--- config.mk ---
export PLATFORM = sky130hd
export DESIGN_NAME = xcs_bridge
export DESIGN_NICKNAME = d
export VERILOG_FILES = /design/src/xcs_pkg.sv /design/src/xcs_bridge.sv /design/src/xcs_strobe_timer.sv
export SDC_FILE = /design/constraint.sdc
export NUM_CORES = 1
export LEC_CHECK = 0
export BUFFER_PORTS_ARGS = -buffer_cell sky130_fd_sc_hd__buf_2
export CAP_MARGIN = 15
export CORE_MARGIN = 2
export CORE_UTILIZATION = 40
export CTS_BUF_LIST = sky130_fd_sc_hd__clkbuf_4 sky130_fd_sc_hd__clkbuf_8
export CTS_CLUSTER_SIZE = 8
export DETAILED_ROUTE_END_ITERATION = 12
export GPL_TIMING_DRIVEN = 0
export PLACE_DENSITY = 0.68
export SETUP_SLACK_MARGIN = 0.1
export SYNTH_ARGS = -nofsm -noshare
export SYNTH_HDL_FRONTEND = slang
export SYNTH_HIERARCHICAL = 1
export SYNTH_SLANG_ARGS = --single-unit
--- constraint.sdc ---
create_clock -name ref_clk -period 4.9 [get_ports ref_clk]
set_clock_uncertainty 0.1 [all_clocks]
set_input_delay 0.49 -clock ref_clk [delete_from_list [all_inputs] [get_ports ref_clk]]
set_output_delay 0.49 -clock ref_clk [all_outputs]
set_load 0.005 [all_outputs]
--- src/xcs_pkg.sv ---
package xcs_pkg;

    // ------------------------------------------------------------
    // Clock and timing
    // ------------------------------------------------------------
    localparam int          CLK_PERIOD_NS = 100;
    localparam logic [1:0]  HOLD_CYC      = 2'h2;

    // ------------------------------------------------------------
    // Register offsets and reset values
    // ------------------------------------------------------------
    localparam logic [7:0]  SEL_CFG_OFS   = 8'hf0;
    localparam logic [7:0]  BASE_HI_OFS0  = 8'hf1;
    localparam logic [7:0]  BASE_LO_OFS0  = 8'hf2;
    localparam logic [7:0]  SEL_CFG_RST   = 8'h00;
    localparam logic [7:0]  BASE_RST      = 8'h00;
    localparam int          NUM_SEL       = 4;

    // ------------------------------------------------------------
    // Field positions
    // ------------------------------------------------------------
    localparam int          MODE_BIT      = 0;
    localparam int          WIDTH_LSB     = 1;
    localparam int          WIDTH_W       = 3;
    localparam int          DIS_BIT       = 0;
    localparam int          WP_BIT        = 1;
    localparam int          QUAL_BIT      = 6;

    // ------------------------------------------------------------
    // Cycle sequencer states
    // ------------------------------------------------------------
    typedef enum logic [4:0] {
        ST_IDLE   = 5'h01,
        ST_SETUP  = 5'h02,
        ST_STROBE = 5'h04,
        ST_HOLD   = 5'h08,
        ST_DONE   = 5'h10
    } xcs_state_t;

endpackage : xcs_pkg

--- src/xcs_bridge.sv ---
// Functional notes
// - Up to four 8-bit peripherals, each spanning at most sixteen ports.
// - Mode 1: four selects, two address pins; mode 2: two selects, four.
// - Bit 0 of the selection register at 0xf0 picks the mode.
// - Each select compares the host address with its own base registers.
// - Mode 1 bases hold A15..A2; A1..A0 pass straight to the pins.
// - Mode 2 bases hold A15..A4; A3..A0 pass straight to the pins.
// - A select is low only during the host cycle that matches it.
// - Full 16-bit decode; with bit 6 of global_osc_config_reg set, address bits 15..12 must be zero.
// - Read and write strobes pulse only in a matching cycle.
// - Disable bit in each low base byte keeps that select idle.
// - Write-protect bit sets once; only hard reset clears it.
// - Protected select ignores writes to its high and low base bytes.
// - Strobe pulse width comes from a selection register field.
`timescale 1ns/1ps
`default_nettype none
module xcs_bridge (
    input  wire logic        ref_clk,
    input  wire logic        reset_n,
    input  wire logic        cfg_wr_en,
    input  wire logic        cfg_rd_en,
    input  wire logic [7:0]  cfg_addr,
    input  wire logic [7:0]  cfg_wdata,
    output logic      [7:0]  cfg_rdata,
    input  wire logic [7:0]  global_osc_config_reg,
    input  wire logic        io_start,
    input  wire logic        io_write,
    input  wire logic [15:0] io_addr,
    input  wire logic [7:0]  io_wdata,
    output logic             io_busy,
    output logic             io_done,
    output logic             io_hit,
    output logic      [7:0]  io_rdata,
    output logic             periph_select0_n,
    output logic             periph_select1_n,
    output logic             periph_select2_n,
    output logic             periph_select3_n,
    output logic             periph_addr_out0,
    output logic             periph_addr_out1,
    output logic             periph_addr_out2,
    output logic             periph_addr_out3,
    output logic             periph_read_strobe_n,
    output logic             periph_write_strobe_n,
    input  wire logic [7:0]  periph_data_in,
    output logic      [7:0]  periph_data_out,
    output logic             periph_data_oe
);
    localparam int NS = xcs_pkg::NUM_SEL;

    typedef struct packed {
        xcs_pkg::xcs_state_t  st;
        logic [1:0]           sel;
        logic [15:0]          addr;
        logic                 wr;
        logic [7:0]           wdata;
        logic [7:0]           rdata;
        logic [1:0]           cnt;
        logic                 done;
        logic                 hit;
        logic [7:0]           cfg_rdata;
        logic [7:0]           sel_cfg;
        logic [NS-1:0][7:0]   base_hi;
        logic [NS-1:0][7:0]   base_lo;
        logic [7:0]           din_s1;
        logic [7:0]           din_s2;
    } xcs_bridge_t;

    xcs_bridge_t r_r;
    xcs_bridge_t r_nxt;

    logic        strb_active;
    logic        strb_last;
    logic        mode2;
    logic        qual;
    logic        in_cycle;
    logic [NS-1:0] hit_vec;
    logic [NS-1:0] sel_low;

    // ------------------------------------------------------------
    // Address decode
    // ------------------------------------------------------------
    function automatic logic xcs_match(
        input logic [15:0] a,
        input logic [7:0]  hi,
        input logic [7:0]  lo,
        input logic        m2,
        input logic        q,
        input int          idx
    );
        logic ok;
        ok = (a[15:8] == hi);
        if (m2)
            ok = ok && (a[7:4] == lo[7:4]) && (idx < 2);
        else
            ok = ok && (a[7:2] == lo[7:2]);
        if (q && (a[15:12] != 4'h0))
            ok = 1'b0;
        if (lo[xcs_pkg::DIS_BIT])
            ok = 1'b0;
        return ok;
    endfunction : xcs_match

    assign mode2 = r_r.sel_cfg[xcs_pkg::MODE_BIT];
    assign qual  = global_osc_config_reg[xcs_pkg::QUAL_BIT];

    always_comb
    begin
        hit_vec = '0;
        for (int i = 0; i < NS; i++)
            hit_vec[i] = xcs_match(io_addr, r_r.base_hi[i], r_r.base_lo[i], mode2, qual, i);
    end

    // ------------------------------------------------------------
    // Sequencer and configuration registers
    // ------------------------------------------------------------
    always_comb
    begin
        r_nxt        = r_r;
        r_nxt.done   = 1'b0;
        r_nxt.din_s1 = periph_data_in;
        r_nxt.din_s2 = r_r.din_s1;
        case (r_r.st)
            xcs_pkg::ST_IDLE:
            begin
                if (io_start)
                begin
                    r_nxt.addr  = io_addr;
                    r_nxt.wr    = io_write;
                    r_nxt.wdata = io_wdata;
                    r_nxt.hit   = |hit_vec;
                    if (|hit_vec)
                        r_nxt.st = xcs_pkg::ST_SETUP;
                    else
                        r_nxt.st = xcs_pkg::ST_DONE;
                    r_nxt.sel = 2'h0;
                    for (int i = NS - 1; i >= 0; i--)
                        if (hit_vec[i])
                            r_nxt.sel = 2'(i);
                end
            end
            xcs_pkg::ST_SETUP:
                r_nxt.st = xcs_pkg::ST_STROBE;
            xcs_pkg::ST_STROBE:
            begin
                if (strb_last)
                begin
                    r_nxt.st  = xcs_pkg::ST_HOLD;
                    r_nxt.cnt = xcs_pkg::HOLD_CYC - 2'h1;
                end
            end
            xcs_pkg::ST_HOLD:
            begin
                if (r_r.cnt == 2'h0)
                begin
                    r_nxt.st = xcs_pkg::ST_DONE;
                    if (!r_r.wr)
                        r_nxt.rdata = r_r.din_s2;
                end
                else
                    r_nxt.cnt = r_r.cnt - 2'h1;
            end
            xcs_pkg::ST_DONE:
            begin
                r_nxt.done = 1'b1;
                r_nxt.st   = xcs_pkg::ST_IDLE;
            end
            default:
                r_nxt.st = xcs_pkg::ST_IDLE;
        endcase

        if (cfg_wr_en)
        begin
            if (cfg_addr == xcs_pkg::SEL_CFG_OFS)
                r_nxt.sel_cfg = cfg_wdata;
            for (int i = 0; i < NS; i++)
            begin
                if (!r_r.base_lo[i][xcs_pkg::WP_BIT])
                begin
                    if (cfg_addr == xcs_pkg::BASE_HI_OFS0 + 8'(2 * i))
                        r_nxt.base_hi[i] = cfg_wdata;
                    if (cfg_addr == xcs_pkg::BASE_LO_OFS0 + 8'(2 * i))
                        r_nxt.base_lo[i] = cfg_wdata;
                end
            end
        end

        r_nxt.cfg_rdata = r_r.cfg_rdata;
        if (cfg_rd_en)
        begin
            r_nxt.cfg_rdata = 8'h00;
            if (cfg_addr == xcs_pkg::SEL_CFG_OFS)
                r_nxt.cfg_rdata = r_r.sel_cfg;
            for (int i = 0; i < NS; i++)
            begin
                if (cfg_addr == xcs_pkg::BASE_HI_OFS0 + 8'(2 * i))
                    r_nxt.cfg_rdata = r_r.base_hi[i];
                if (cfg_addr == xcs_pkg::BASE_LO_OFS0 + 8'(2 * i))
                    r_nxt.cfg_rdata = r_r.base_lo[i];
            end
        end
    end

    always_ff @(posedge ref_clk)
    begin
        if (!reset_n)
        begin
            r_r         <= '0;
            r_r.st      <= xcs_pkg::ST_IDLE;
            r_r.sel_cfg <= xcs_pkg::SEL_CFG_RST;
            for (int i = 0; i < NS; i++)
            begin
                r_r.base_hi[i] <= xcs_pkg::BASE_RST;
                r_r.base_lo[i] <= xcs_pkg::BASE_RST;
            end
        end
        else
            r_r <= r_nxt;
    end

    xcs_strobe_timer #(
        .WIDTH_W (xcs_pkg::WIDTH_W)
    ) u_strobe (
        .ref_clk (ref_clk),
        .reset_n (reset_n),
        .start   (r_r.st == xcs_pkg::ST_SETUP),
        .width   (r_r.sel_cfg[xcs_pkg::WIDTH_LSB +: xcs_pkg::WIDTH_W]),
        .active  (strb_active),
        .last    (strb_last)
    );

    // ------------------------------------------------------------
    // Pin drive
    // ------------------------------------------------------------
    assign in_cycle = (r_r.st == xcs_pkg::ST_SETUP) || (r_r.st == xcs_pkg::ST_STROBE)
                   || (r_r.st == xcs_pkg::ST_HOLD);

    always_comb
    begin
        for (int i = 0; i < NS; i++)
            sel_low[i] = in_cycle && (r_r.sel == 2'(i)) && !(mode2 && i >= 2);
    end

    assign periph_select0_n      = !sel_low[0];
    assign periph_select1_n      = !sel_low[1];
    assign periph_select2_n      = !sel_low[2];
    assign periph_select3_n      = !sel_low[3];
    assign periph_addr_out0      = r_r.addr[0];
    assign periph_addr_out1      = r_r.addr[1];
    assign periph_addr_out2      = mode2 && r_r.addr[2];
    assign periph_addr_out3      = mode2 && r_r.addr[3];
    assign periph_read_strobe_n  = !(strb_active && !r_r.wr);
    assign periph_write_strobe_n = !(strb_active && r_r.wr);
    assign periph_data_out       = r_r.wdata;
    assign periph_data_oe        = in_cycle && r_r.wr;
    assign io_busy               = r_r.st != xcs_pkg::ST_IDLE;
    assign io_done               = r_r.done;
    assign io_hit                = r_r.hit;
    assign io_rdata              = r_r.rdata;
    assign cfg_rdata             = r_r.cfg_rdata;

    logic [NS-1:0] wp_vec;
    always_comb
    begin
        for (int i = 0; i < NS; i++)
            wp_vec[i] = r_r.base_lo[i][xcs_pkg::WP_BIT];
    end
endmodule : xcs_bridge
`default_nettype wire

--- src/xcs_strobe_timer.sv ---
`timescale 1ns/1ps
`default_nettype none
module xcs_strobe_timer #(
    parameter int WIDTH_W = 3
) (
    input  wire logic               ref_clk,
    input  wire logic               reset_n,
    input  wire logic               start,
    input  wire logic [WIDTH_W-1:0] width,
    output logic                    active,
    output logic                    last
);
    typedef struct packed {
        logic               act;
        logic [WIDTH_W-1:0] cnt;
        logic [WIDTH_W:0]   run;
    } xcs_tmr_t;

    xcs_tmr_t r_r;
    xcs_tmr_t r_nxt;

    // ------------------------------------------------------------
    // Pulse is width+1 cycles long
    // ------------------------------------------------------------
    always_comb
    begin
        r_nxt = r_r;
        if (start)
        begin
            r_nxt.act = 1'b1;
            r_nxt.cnt = width;
            r_nxt.run = '0;
        end
        else if (r_r.act)
        begin
            r_nxt.run = r_r.run + 1'b1;
            if (r_r.cnt == '0)
                r_nxt.act = 1'b0;
            else
                r_nxt.cnt = r_r.cnt - 1'b1;
        end
    end

    always_ff @(posedge ref_clk)
    begin
        if (!reset_n)
            r_r <= '0;
        else
            r_r <= r_nxt;
    end

    assign active = r_r.act;
    assign last   = r_r.act && (r_r.cnt == '0);

    logic [WIDTH_W-1:0] width_q;
    always_ff @(posedge ref_clk)
    begin
        if (start)
            width_q <= width;
    end
endmodule : xcs_strobe_timer
`default_nettype wire

# Word-level counts from Yosys, hierarchy flattened
# Index checks and enable logic that the tools add are counted.
[totals] wordCells=167 out_inout_bits=38 input_bits=62 register_bits=148
[op_classes] reduce_logical=51 bitwise_logic=6 addsub=3 mux=46 eq_ne=33
[op_table] op="2-to-1 mux 8 bit" count=11
[op_table] op="== test 8 bit, second input constant" count=9
[op_table] op="AND reduction 3 bit" count=11
[op_table] op="== test 8 bit" count=4
[op_table] op="2-to-1 mux 32 bit" count=1
[op_table] op="2-to-1 mux 2 bit" count=14
[op_table] op="== test 6 bit" count=4
[op_table] op="case mux 5 bit (4 select lines)" count=1
[op_table] op="logical AND 1 bit" count=19
[op_table] op="2-to-1 mux 5 bit" count=3
[op_table] op="2-to-1 mux 1 bit" count=14
[op_table] op="== test 4 bit" count=2
[op_table] op="zero test 1 bit" count=8
[op_table] op="!= test 2 bit, second input constant" count=4
[op_table] op="inverter 1 bit" count=6
[op_table] op="AND reduction 2 bit" count=3
[op_table] op="== test 5 x 1 -> 1 bit, second input constant" count=1
[op_table] op="== test 5 x 2 -> 1 bit, second input constant" count=1
[op_table] op="== test 5 x 3 -> 1 bit, second input constant" count=1
[op_table] op="== test 5 x 4 -> 1 bit, second input constant" count=1
[op_table] op="== test 5 bit, second input constant" count=1
[op_table] op="!= test 5 x 1 -> 1 bit, second input constant" count=1
[op_table] op="adder 4 x 1 -> 4 bit, second input constant" count=1
[op_table] op="== test 2 bit, second input constant" count=2
[op_table] op="13 further kinds" count=16

# Longest topological paths before layout
# Gate-level depths: netlist (run 1).
[logic_depth] depth_word=11 mapped_depth=8 ltp_nobuf=7

# Hierarchy
# The synthesis (run 1) kept the hierarchy.
[modules_own_cells] module="xcs_bridge" area_per_inst_um2=6491.2 n_inst=1 cells_per_inst=702 seq_area_each_um2=2562.5
[modules_own_cells] module="xcs_strobe_timer" area_per_inst_um2=215.2 n_inst=1 cells_per_inst=24 seq_area_each_um2=80.1

# Least setup slack after synthesis (run 1)
# Ideal clock, no wire load.
[synth_timing] path_type="register to output" from="register r_r[135] in the netlist's numbering" to="output port periph_select2_n" setup_slack_ns=2.732 n_path_buf=0 arrival_ns=1.578 required_time_ns=4.310 path_stages_with_launch=5 path_cell_list="dfxtp_1 nor4_1 nand2_1 a21boi_1 or4b_2"
[synth_via] elab_chain_len=6 word_cells_on_any_way=8 cone_classes="eq/ne: 3; reduce/logical: 5"
[synth_rtl] element="start, declared" line_no="xcs_bridge.sv:68" source="xcs_bridge_t r_r;"
[synth_rtl] element="start signal, assigned" line_no="xcs_bridge.sv:217" source="r_r <= r_nxt;"
[synth_rtl] element="== test 5 x 2 -> 1 bit / == test 5 x 3 -> 1 bit (equally long branches)" line_no="xcs_bridge.sv:234" source="assign in_cycle = (r_r.st == xcs_pkg::ST_SETUP) || (r_r.st == xcs_pkg::ST_STROBE)"
[synth_rtl] element="logical OR 1 bit" line_no="xcs_bridge.sv:234"
[synth_rtl] element="logical OR 1 bit *" line_no="xcs_bridge.sv:235" source="|| (r_r.st == xcs_pkg::ST_HOLD);"
[synth_rtl] element="logical AND 1 bit * (2 in series)" line_no="xcs_bridge.sv:240" source="sel_low[i] = in_cycle && (r_r.sel == 2'(i)) && !(mode2 && i >= 2);"
[synth_rtl] element="zero test 1 bit *" line_no="xcs_bridge.sv:245" source="assign periph_select2_n = !sel_low[2];"
[synth_rtl] element="end, declared" line_no="xcs_bridge.sv:36" source="output logic periph_select2_n,"
# Every way passes the cells marked *; elsewhere a longest branch is shown, timed or not.

# Worst setup path in the final report (run 1)
# Same ends and word-level chain as after synthesis.

==> impl_metrics.py, run 1 <==
metrics = {
    "global_routing": {
        "top_usage_layer": "met2",
        "antenna_found_initial": 0,
        "grt_pass1_wl_mm": 29.5,
        "grtUsageMet3_pct": 4.87,
        "grt_use_met2_pct": 35.0,
        "grt_max_degree": 17,
        "grtUsageMet1_pct": 28.4,
        "grt_pass1_vias": 5188,
        "grt_overflow": 0,
        "track_usage_pct": 21.8,
    },
    "yosys": {
        "synthCells": 726,
        "ys_ff_latch": 132,
        "yosys-top-cells-area": "dfxtp_1 (39%), mux2i_1 (11%), nor2b_1 (7.0%)",
        "avgSynthCellArea_um2": 9.24,
        "async_reset_ff_share_pct": 0,
        "synth.top_cell.area_share_pct": 39.4,
        "yosys-top-cells-count": "dfxtp_1 (132), nor2b_1 (75), mux2i_1 (72), nand2_1 (45), clkbuf_1 (36)",
        "synth_edf_count": 0,
        "yosysTopAreaCell": "dfxtp_1",
        "seq_area_frac_synth_pct": 39.4,
        "synth_ff_type": "dfxtp_1",
        "yosys_warnings": 6,
        "netlist_area_um2": 6710,
        "syn-num-nets": 791,
        "synthDistinctLibCells": 65,
        "synth_most_common_cell": "dfxtp_1",
    },
    "power": {
        "p_leak_nw": 3.15,
        "cell_internal_pwr_mw": 1.81,
        "ir_drop_v": 0.000184,
        "power.density_nw_per_um2": 307,
        "switching_share_pct": 24.7,
        "switchingPower_mw": 0.593,
        "clkPwrFrac_pct": 45.1,
        "pwr-share-seq_pct": 45.8,
        "p_comb_share_pct": 9.1,
    },
    "placement": {
        "dp.cells": 1020,
        "placed_area_um2": 7350,
        "portBuffers": 74,
        "dpl_worst_slack_ns": 2.09,
        "dp_hpwl_mm": 14.2,
        "place_congestion": 1.04,
    },
    "timing": {
        "fmax_ghz": 0.345,
        "setup_viol": 0,
        "final-max-slew-violation-count": 0,
        "hold_ws_ns": 0.143,
        "fin_ws_ns": 2.00,
        "finalCriticalPeriod_ns": 2.90,
        "rsz0062_at_grt": "no",
        "finalCritPeriodShare_pct": 59.2,
        "tightestPinTransition_ns": 1.09,
        "hold_violations": 0,
        "tns_ns": 0,
        "slew_headroom_pct": 26.5,
    },
    "clock_tree": {
        "insertion_delay_ns": 0.45,
        "cts_tree": "built",
        "cts_hold_buf": 0,
        "cts.sinks": 132,
        "clk_pin_slew_ns": 0.08,
        "clockBufferDepth": 2,
        "htreeDepth": 4,
        "numCtsBuffers": 17,
        "cts_resized": 0,
        "clockRootBuffer": "clkbuf_8",
        "postCtsSetupRepairBufs": 0,
    },
    "floorplanning": {
        "ios": 100,
        "initial_core_util_pct": 40.7,
        "rows": 47,
        "core_um2": 16500,
        "dieHeight_um": 133,
        "die_area_um2": 17800,
        "fp.dieW_um": 133,
    },
    "critical_path": {
        "cp.arrival_ns": 2.31,
        "crit_path_max_fanout": 6,
        "worstSetupEndpointType": "primary output",
        "cpMaxStageDelayCell": "or4b_2",
        "cpPeakStageDelay_ns": 0.63,
        "start_kind": "flip-flop",
        "cp.required_ns": 4.31,
        "path_cells": "nor4_1, nand2_1, a21boi_1, or4b_2, buf_2",
        "critPathKind": "reg -> out",
    },
    "layout": {
        "n_antenna_cell": 0,
        "syn_to_final_growth_pct": 16.6,
        "drive_above_1_share_pct": 21.8,
        "layout.cells.non_filler": 1052,
        "final_area_um2": 7820,
        "fin_nets": 884,
    },
    "routing": {
        "drt_iter0_drc": 408,
        "via_per_inst": 5.19,
        "wl_per_cell_um": 17.9,
        "antenna_left": 0,
        "drc": 0,
        "vias": 5462,
        "dr.pass1.iters": 5,
        "drt_wl_total_mm": 18.8,
    },
    "worst_hold_path": {
        "holdCritPathClass": "in -> reg",
    },
    "run": {
        "maxCapViolations": 0,
    },
    "status": {
        "outcome": "complete, no violations",
    },
}
-- power by group through the flow --
stage	sequential, mW	clock, mW	combinational, mW
after global placement	1.13	0	0.217
after detailed placement	1.13	0	0.218
after CTS	1.10	1.10	0.219
final	1.10	1.08	0.218
after global routing	1.10	1.15	0.237
after floorplan	1.12	0	0.140
-- path summary, 6_finish.rpt --
kind                          from                  end  slack, ns  cells after the start
min reg2reg    r_nxt[4]$_SDFF_PN0_    r_r[4]$_SDFF_PN0_       0.34                      1
max reg2reg  r_r[138]$_SDFFE_PN0P_  io_hit$_SDFFE_PN0P_       2.85                      7
max          r_r[135]$_SDFFE_PN1P_     periph_select2_n       2.00                      5
min              periph_data_in[6]  r_nxt[6]$_SDFF_PN0_       0.14                      2
-- worst max-delay path: cells and delay by family, from the launching register on --
kind            cells  cell delay, ns
buf+inv             1            0.15
flops               1            0.36
compound gates      1            0.21
simple gates        3            1.15
-- kinds of logic after synthesis --
kind of cell,count (synthesis),synth area share (%)
DFF,132,39.4
and+or+nand+nor,261,22.0
adders and majority gates,3,0.560
xor gates and xnor gates,57,7.44
muxes,79,12.3
buffers and inverters,91,7.05
AOI/OAI and AO/OA,103,11.3
-- routing by layer --
| layer | wire [um] | vias to the layer above |
|---|---|---|
| li1 | - | 2660 |
| met1 | 8450 | 2562 |
| met2 | 8690 | 205 |
| met3 | 1180 | 35 |
| met4 | 500 | 0 |
| met5 | 0 | - |
-- stage by stage --
stage                     util (%)  power (mW)
after CTS                     47.5        2.42
after global placement        44.7        1.34
after detailed placement      44.7        1.34
after global routing          47.5        2.49
final                         47.5        2.40
after floorplan                  -        1.26
-- state kept, by name (all words and copies together), names as in the netlist --
name / cells
cfg_rdata: 8
io_rdata: 8
r_nxt: 8
u_strobe/r_r: 3
periph_data_out: 8
io_done: 1
u_strobe/active: 1
periph_addr_out1: 1
io_hit: 1
r_r: 91
periph_addr_out0: 1
mode2: 1
-- layout make-up --
class,count,area (um^2)
clock buffer,18,248
fill,1656,8640
multi-input combinational,503,3590
timing repair buffer,74,370
clock inverter,14,223
tap,220,275
inverter,17,63.8
sequential,132,2640
buffer,74,409
-- placed cells by master, fill, tap and decap left out, types with 10 or more instances in the layout --
| cell type | n |
|---|---|
| xnor2_1 | 34 |
| a21boi_0 | 10 |
| dfxtp_1 | 132 |
| xor2_1 | 23 |
| clkbuf_1 | 36 |
| nand3_1 | 19 |
| nand2_1 | 45 |
| mux2i_1 | 72 |
| buf_2 | 82 |
| nor2_1 | 29 |
| buf_4 | 26 |
| nor2b_1 | 75 |
| o21ai_0 | 16 |
| nand2_2 | 10 |
| clkbuf_8 | 18 |
| a21oi_1 | 15 |
| and2_1 | 22 |
| inv_1 | 16 |
(Power assumes the default switching activity.)
==> run 2, diff against run 1 <==
==> constraint.sdc (replaced) <==
create_clock -name ref_clk -period 2.7 [get_ports ref_clk]
set_clock_uncertainty 0.1 [all_clocks]
set_input_delay 0.27 -clock ref_clk [delete_from_list [all_inputs] [get_ports ref_clk]]
set_output_delay 0.27 -clock ref_clk [all_outputs]
set_load 0.005 [all_outputs]
==> impl_metrics.py, run 2 (synthesis results as in run 1) <==
metrics = {
    "layout": {
        "fin_nets": 905,
        "top_register": "r_r",
        "n_antenna_cell": 0,
        "drive_above_1_share_pct": 22.0,
        "multi_input_area_um2": 3620,
        "largest_reg_flops": 91,
        "final_common_cell": "dfxtp_1",
        "final_area_um2": 8070,
        "syn_to_final_growth_pct": 20.3,
        "utilization_pct": 49.0,
        "regArea_um2": 2650,
        "num-fill-cells": 1616,
        "layout_common_cells": "dfxtp_1 (129), buf_2 (82), nor2b_1 (75)",
    },
    "floorplanning": {
        "dieHeight_um": 133,
        "ios": 100,
        "core_um2": 16500,
        "initial_core_util_pct": 40.7,
        "rows": 47,
        "die_area_um2": 17800,
        "fp.dieW_um": 133,
    },
    "global_routing": {
        "grt_pass1_vias": 5301,
        "grt_pass1_wl_mm": 30.0,
        "grt_overflow": 0,
        "grt_max_degree": 17,
        "antenna_found_initial": 0,
        "track_usage_pct": 22.1,
    },
    "critical_path": {
        "critPathKind": "reg -> out",
        "start_kind": "flip-flop",
        "r2r-start": "r_r[138]$_SDFFE_PN0P_",
        "ff2ff_setup_slack_ns": 0.64,
        "crit_path_max_fanout": 6,
        "cp.required_ns": 2.33,
        "worstSetupEndpointType": "primary output",
        "reg2regPathDepth": 7,
        "worstSetupEndpoint": "periph_select2_n",
        "worstReg2RegEnd": "io_hit$_SDFFE_PN0P_",
        "critPathLaunch": "r_r[137]$_SDFFE_PN0P_",
        "cp.arrival_ns": 2.12,
    },
    "placement": {
        "place_congestion": 1.04,
        "portBuffers": 74,
        "placed_area_um2": 7350,
        "dp_hpwl_mm": 14.2,
    },
    "clock_tree": {
        "insertion_delay_ns": 0.45,
        "cts.sinks": 132,
        "cts_tree": "built",
        "clockBufferDepth": 2,
        "htreeDepth": 4,
        "numCtsBuffers": 17,
        "clk_pin_slew_ns": 0.08,
        "clockRootBuffer": "clkbuf_8",
    },
    "timing": {
        "finalCritPeriodShare_pct": 92.4,
        "rsz0062_at_grt": "no",
        "tns_ns": 0,
        "fmax_ghz": 0.401,
        "final-max-slew-violation-count": 0,
        "setup_viol": 0,
        "slew_headroom_pct": 26.9,
        "tightestPinTransition_ns": 1.08,
        "finalCriticalPeriod_ns": 2.49,
        "hold_violations": 0,
    },
    "power": {
        "power.density_nw_per_um2": 543,
        "clkPwrFrac_pct": 44.7,
        "p_total_mw": 4.38,
        "pwr-share-seq_pct": 45.6,
        "cell_internal_pwr_mw": 3.30,
        "ir_drop_v": 0.000332,
        "p_comb_share_pct": 9.6,
        "p_leak_nw": 3.25,
        "switching_share_pct": 24.7,
        "switchingPower_mw": 1.08,
    },
    "run": {
        "maxCapViolations": 0,
    },
    "routing": {
        "drt_iter0_drc": 349,
        "dr.pass1.iters": 5,
        "wl_per_cell_um": 17.9,
        "vias": 5516,
        "drc": 0,
        "drt_wl_total_mm": 19.2,
        "via_per_inst": 5.14,
        "antenna_left": 0,
    },
    "status": {
        "outcome": "complete, no violations",
    },
    "worst_hold_path": {
        "holdCritPathClass": "in -> reg",
    },
}
-- run 2: cell count changes in the layout (fill, tap and decap cells not counted) --
cell           previous run  this run
a21boi_1                  5         4
nor3_1                    9         8
buf_4                    26        27
nor4_1                    9         8
dfxtp_1                 132       129
nor3_2                    1         2
dlygate4sd3_1             0        20
a21boi_4                  0         1
nor4_4                    0         1
dfxtp_2                   0         3
-- run 2: power by group through the flow --
stage	clock network (mW)	logic [mW]	registers [mW]
3_3_place_gp	0	0.393	2.04
4_1_cts	2.00	0.420	2.00
3_5_place_dp	0	0.395	2.04
5_1_grt	2.08	0.458	2.00
6_report	1.96	0.422	2.00
2_1_floorplan	0	0.254	2.04
-- run 2: area by class of cell --
cell class | count | share of cell area [%]
Multi-Input combinational cell | 503 | 44.9
Sequential cell | 132 | 32.8
Timing Repair Buffer | 95 | 7.17
Buffer | 74 | 5.07
Tap cell | 220 | 3.41
Clock buffer | 18 | 3.07
Clock inverter | 14 | 2.76
Inverter | 17 | 0.791
-- run 2: per-layer routing --
metal  up-vias  global-route usage, %  wire length (um)
met5         -                      0                 0
met4         0                   8.69               539
met3        38                   4.76              1140
met2       190                   35.9              8950
met1      2593                   28.7              8540
li1       2695                      -                 -
-- run 2: how the worst min path moves through the flow --
stage	start	to	slack [ns]	cells after the start
finish	io_addr[2]	r_r[119]$_SDFFE_PN0P_	0.06	3
global route	io_addr[2]	r_r[119]$_SDFFE_PN0P_	0.04	3
CTS	io_addr[2]	r_r[119]$_SDFFE_PN0P_	0.04	3
detailed placement	r_nxt[4]$_SDFF_PN0_	r_r[4]$_SDFF_PN0_	0.32	1
global placement	r_nxt[2]$_SDFF_PN0_	r_r[2]$_SDFF_PN0_	0.31	1
floorplan	reset_n	u_strobe/active$_SDFF_PN0_	0.29	1
-- run 2: critical path: stages (launching register included) --
cell      delay (ns)
dfxtp_2         0.35
nor4_4          0.28
nand2_1         0.11
a21boi_4        0.17
or4b_2          0.61
buf_2           0.15
-- run 2: what timing repair did --
| action | in CTS | in global routing |
|---|---|---|
| gates cloned | 0 | 0 |
| pin swaps | 1 | 2 |
| hold buffers | 20 | 0 |
| hold endpoints to repair | 21 | 0 |
| endpoints found under the setup margin | 1 | 1 |
| gates resized for setup | 1 | 7 |
| setup buffers | 1 | 0 |
-- run 2: per-stage QoR --
step           worst slack (ns)  instances  hold slack, ns
2_1_floorplan             0.752        726           0.288
3_3_place_gp             0.0480       1020           0.314
3_5_place_dp              0.105       1020           0.321
4_1_cts                   0.111       1073          0.0438
5_1_grt                   0.123       1073          0.0393
6_report                  0.205       1073          0.0612
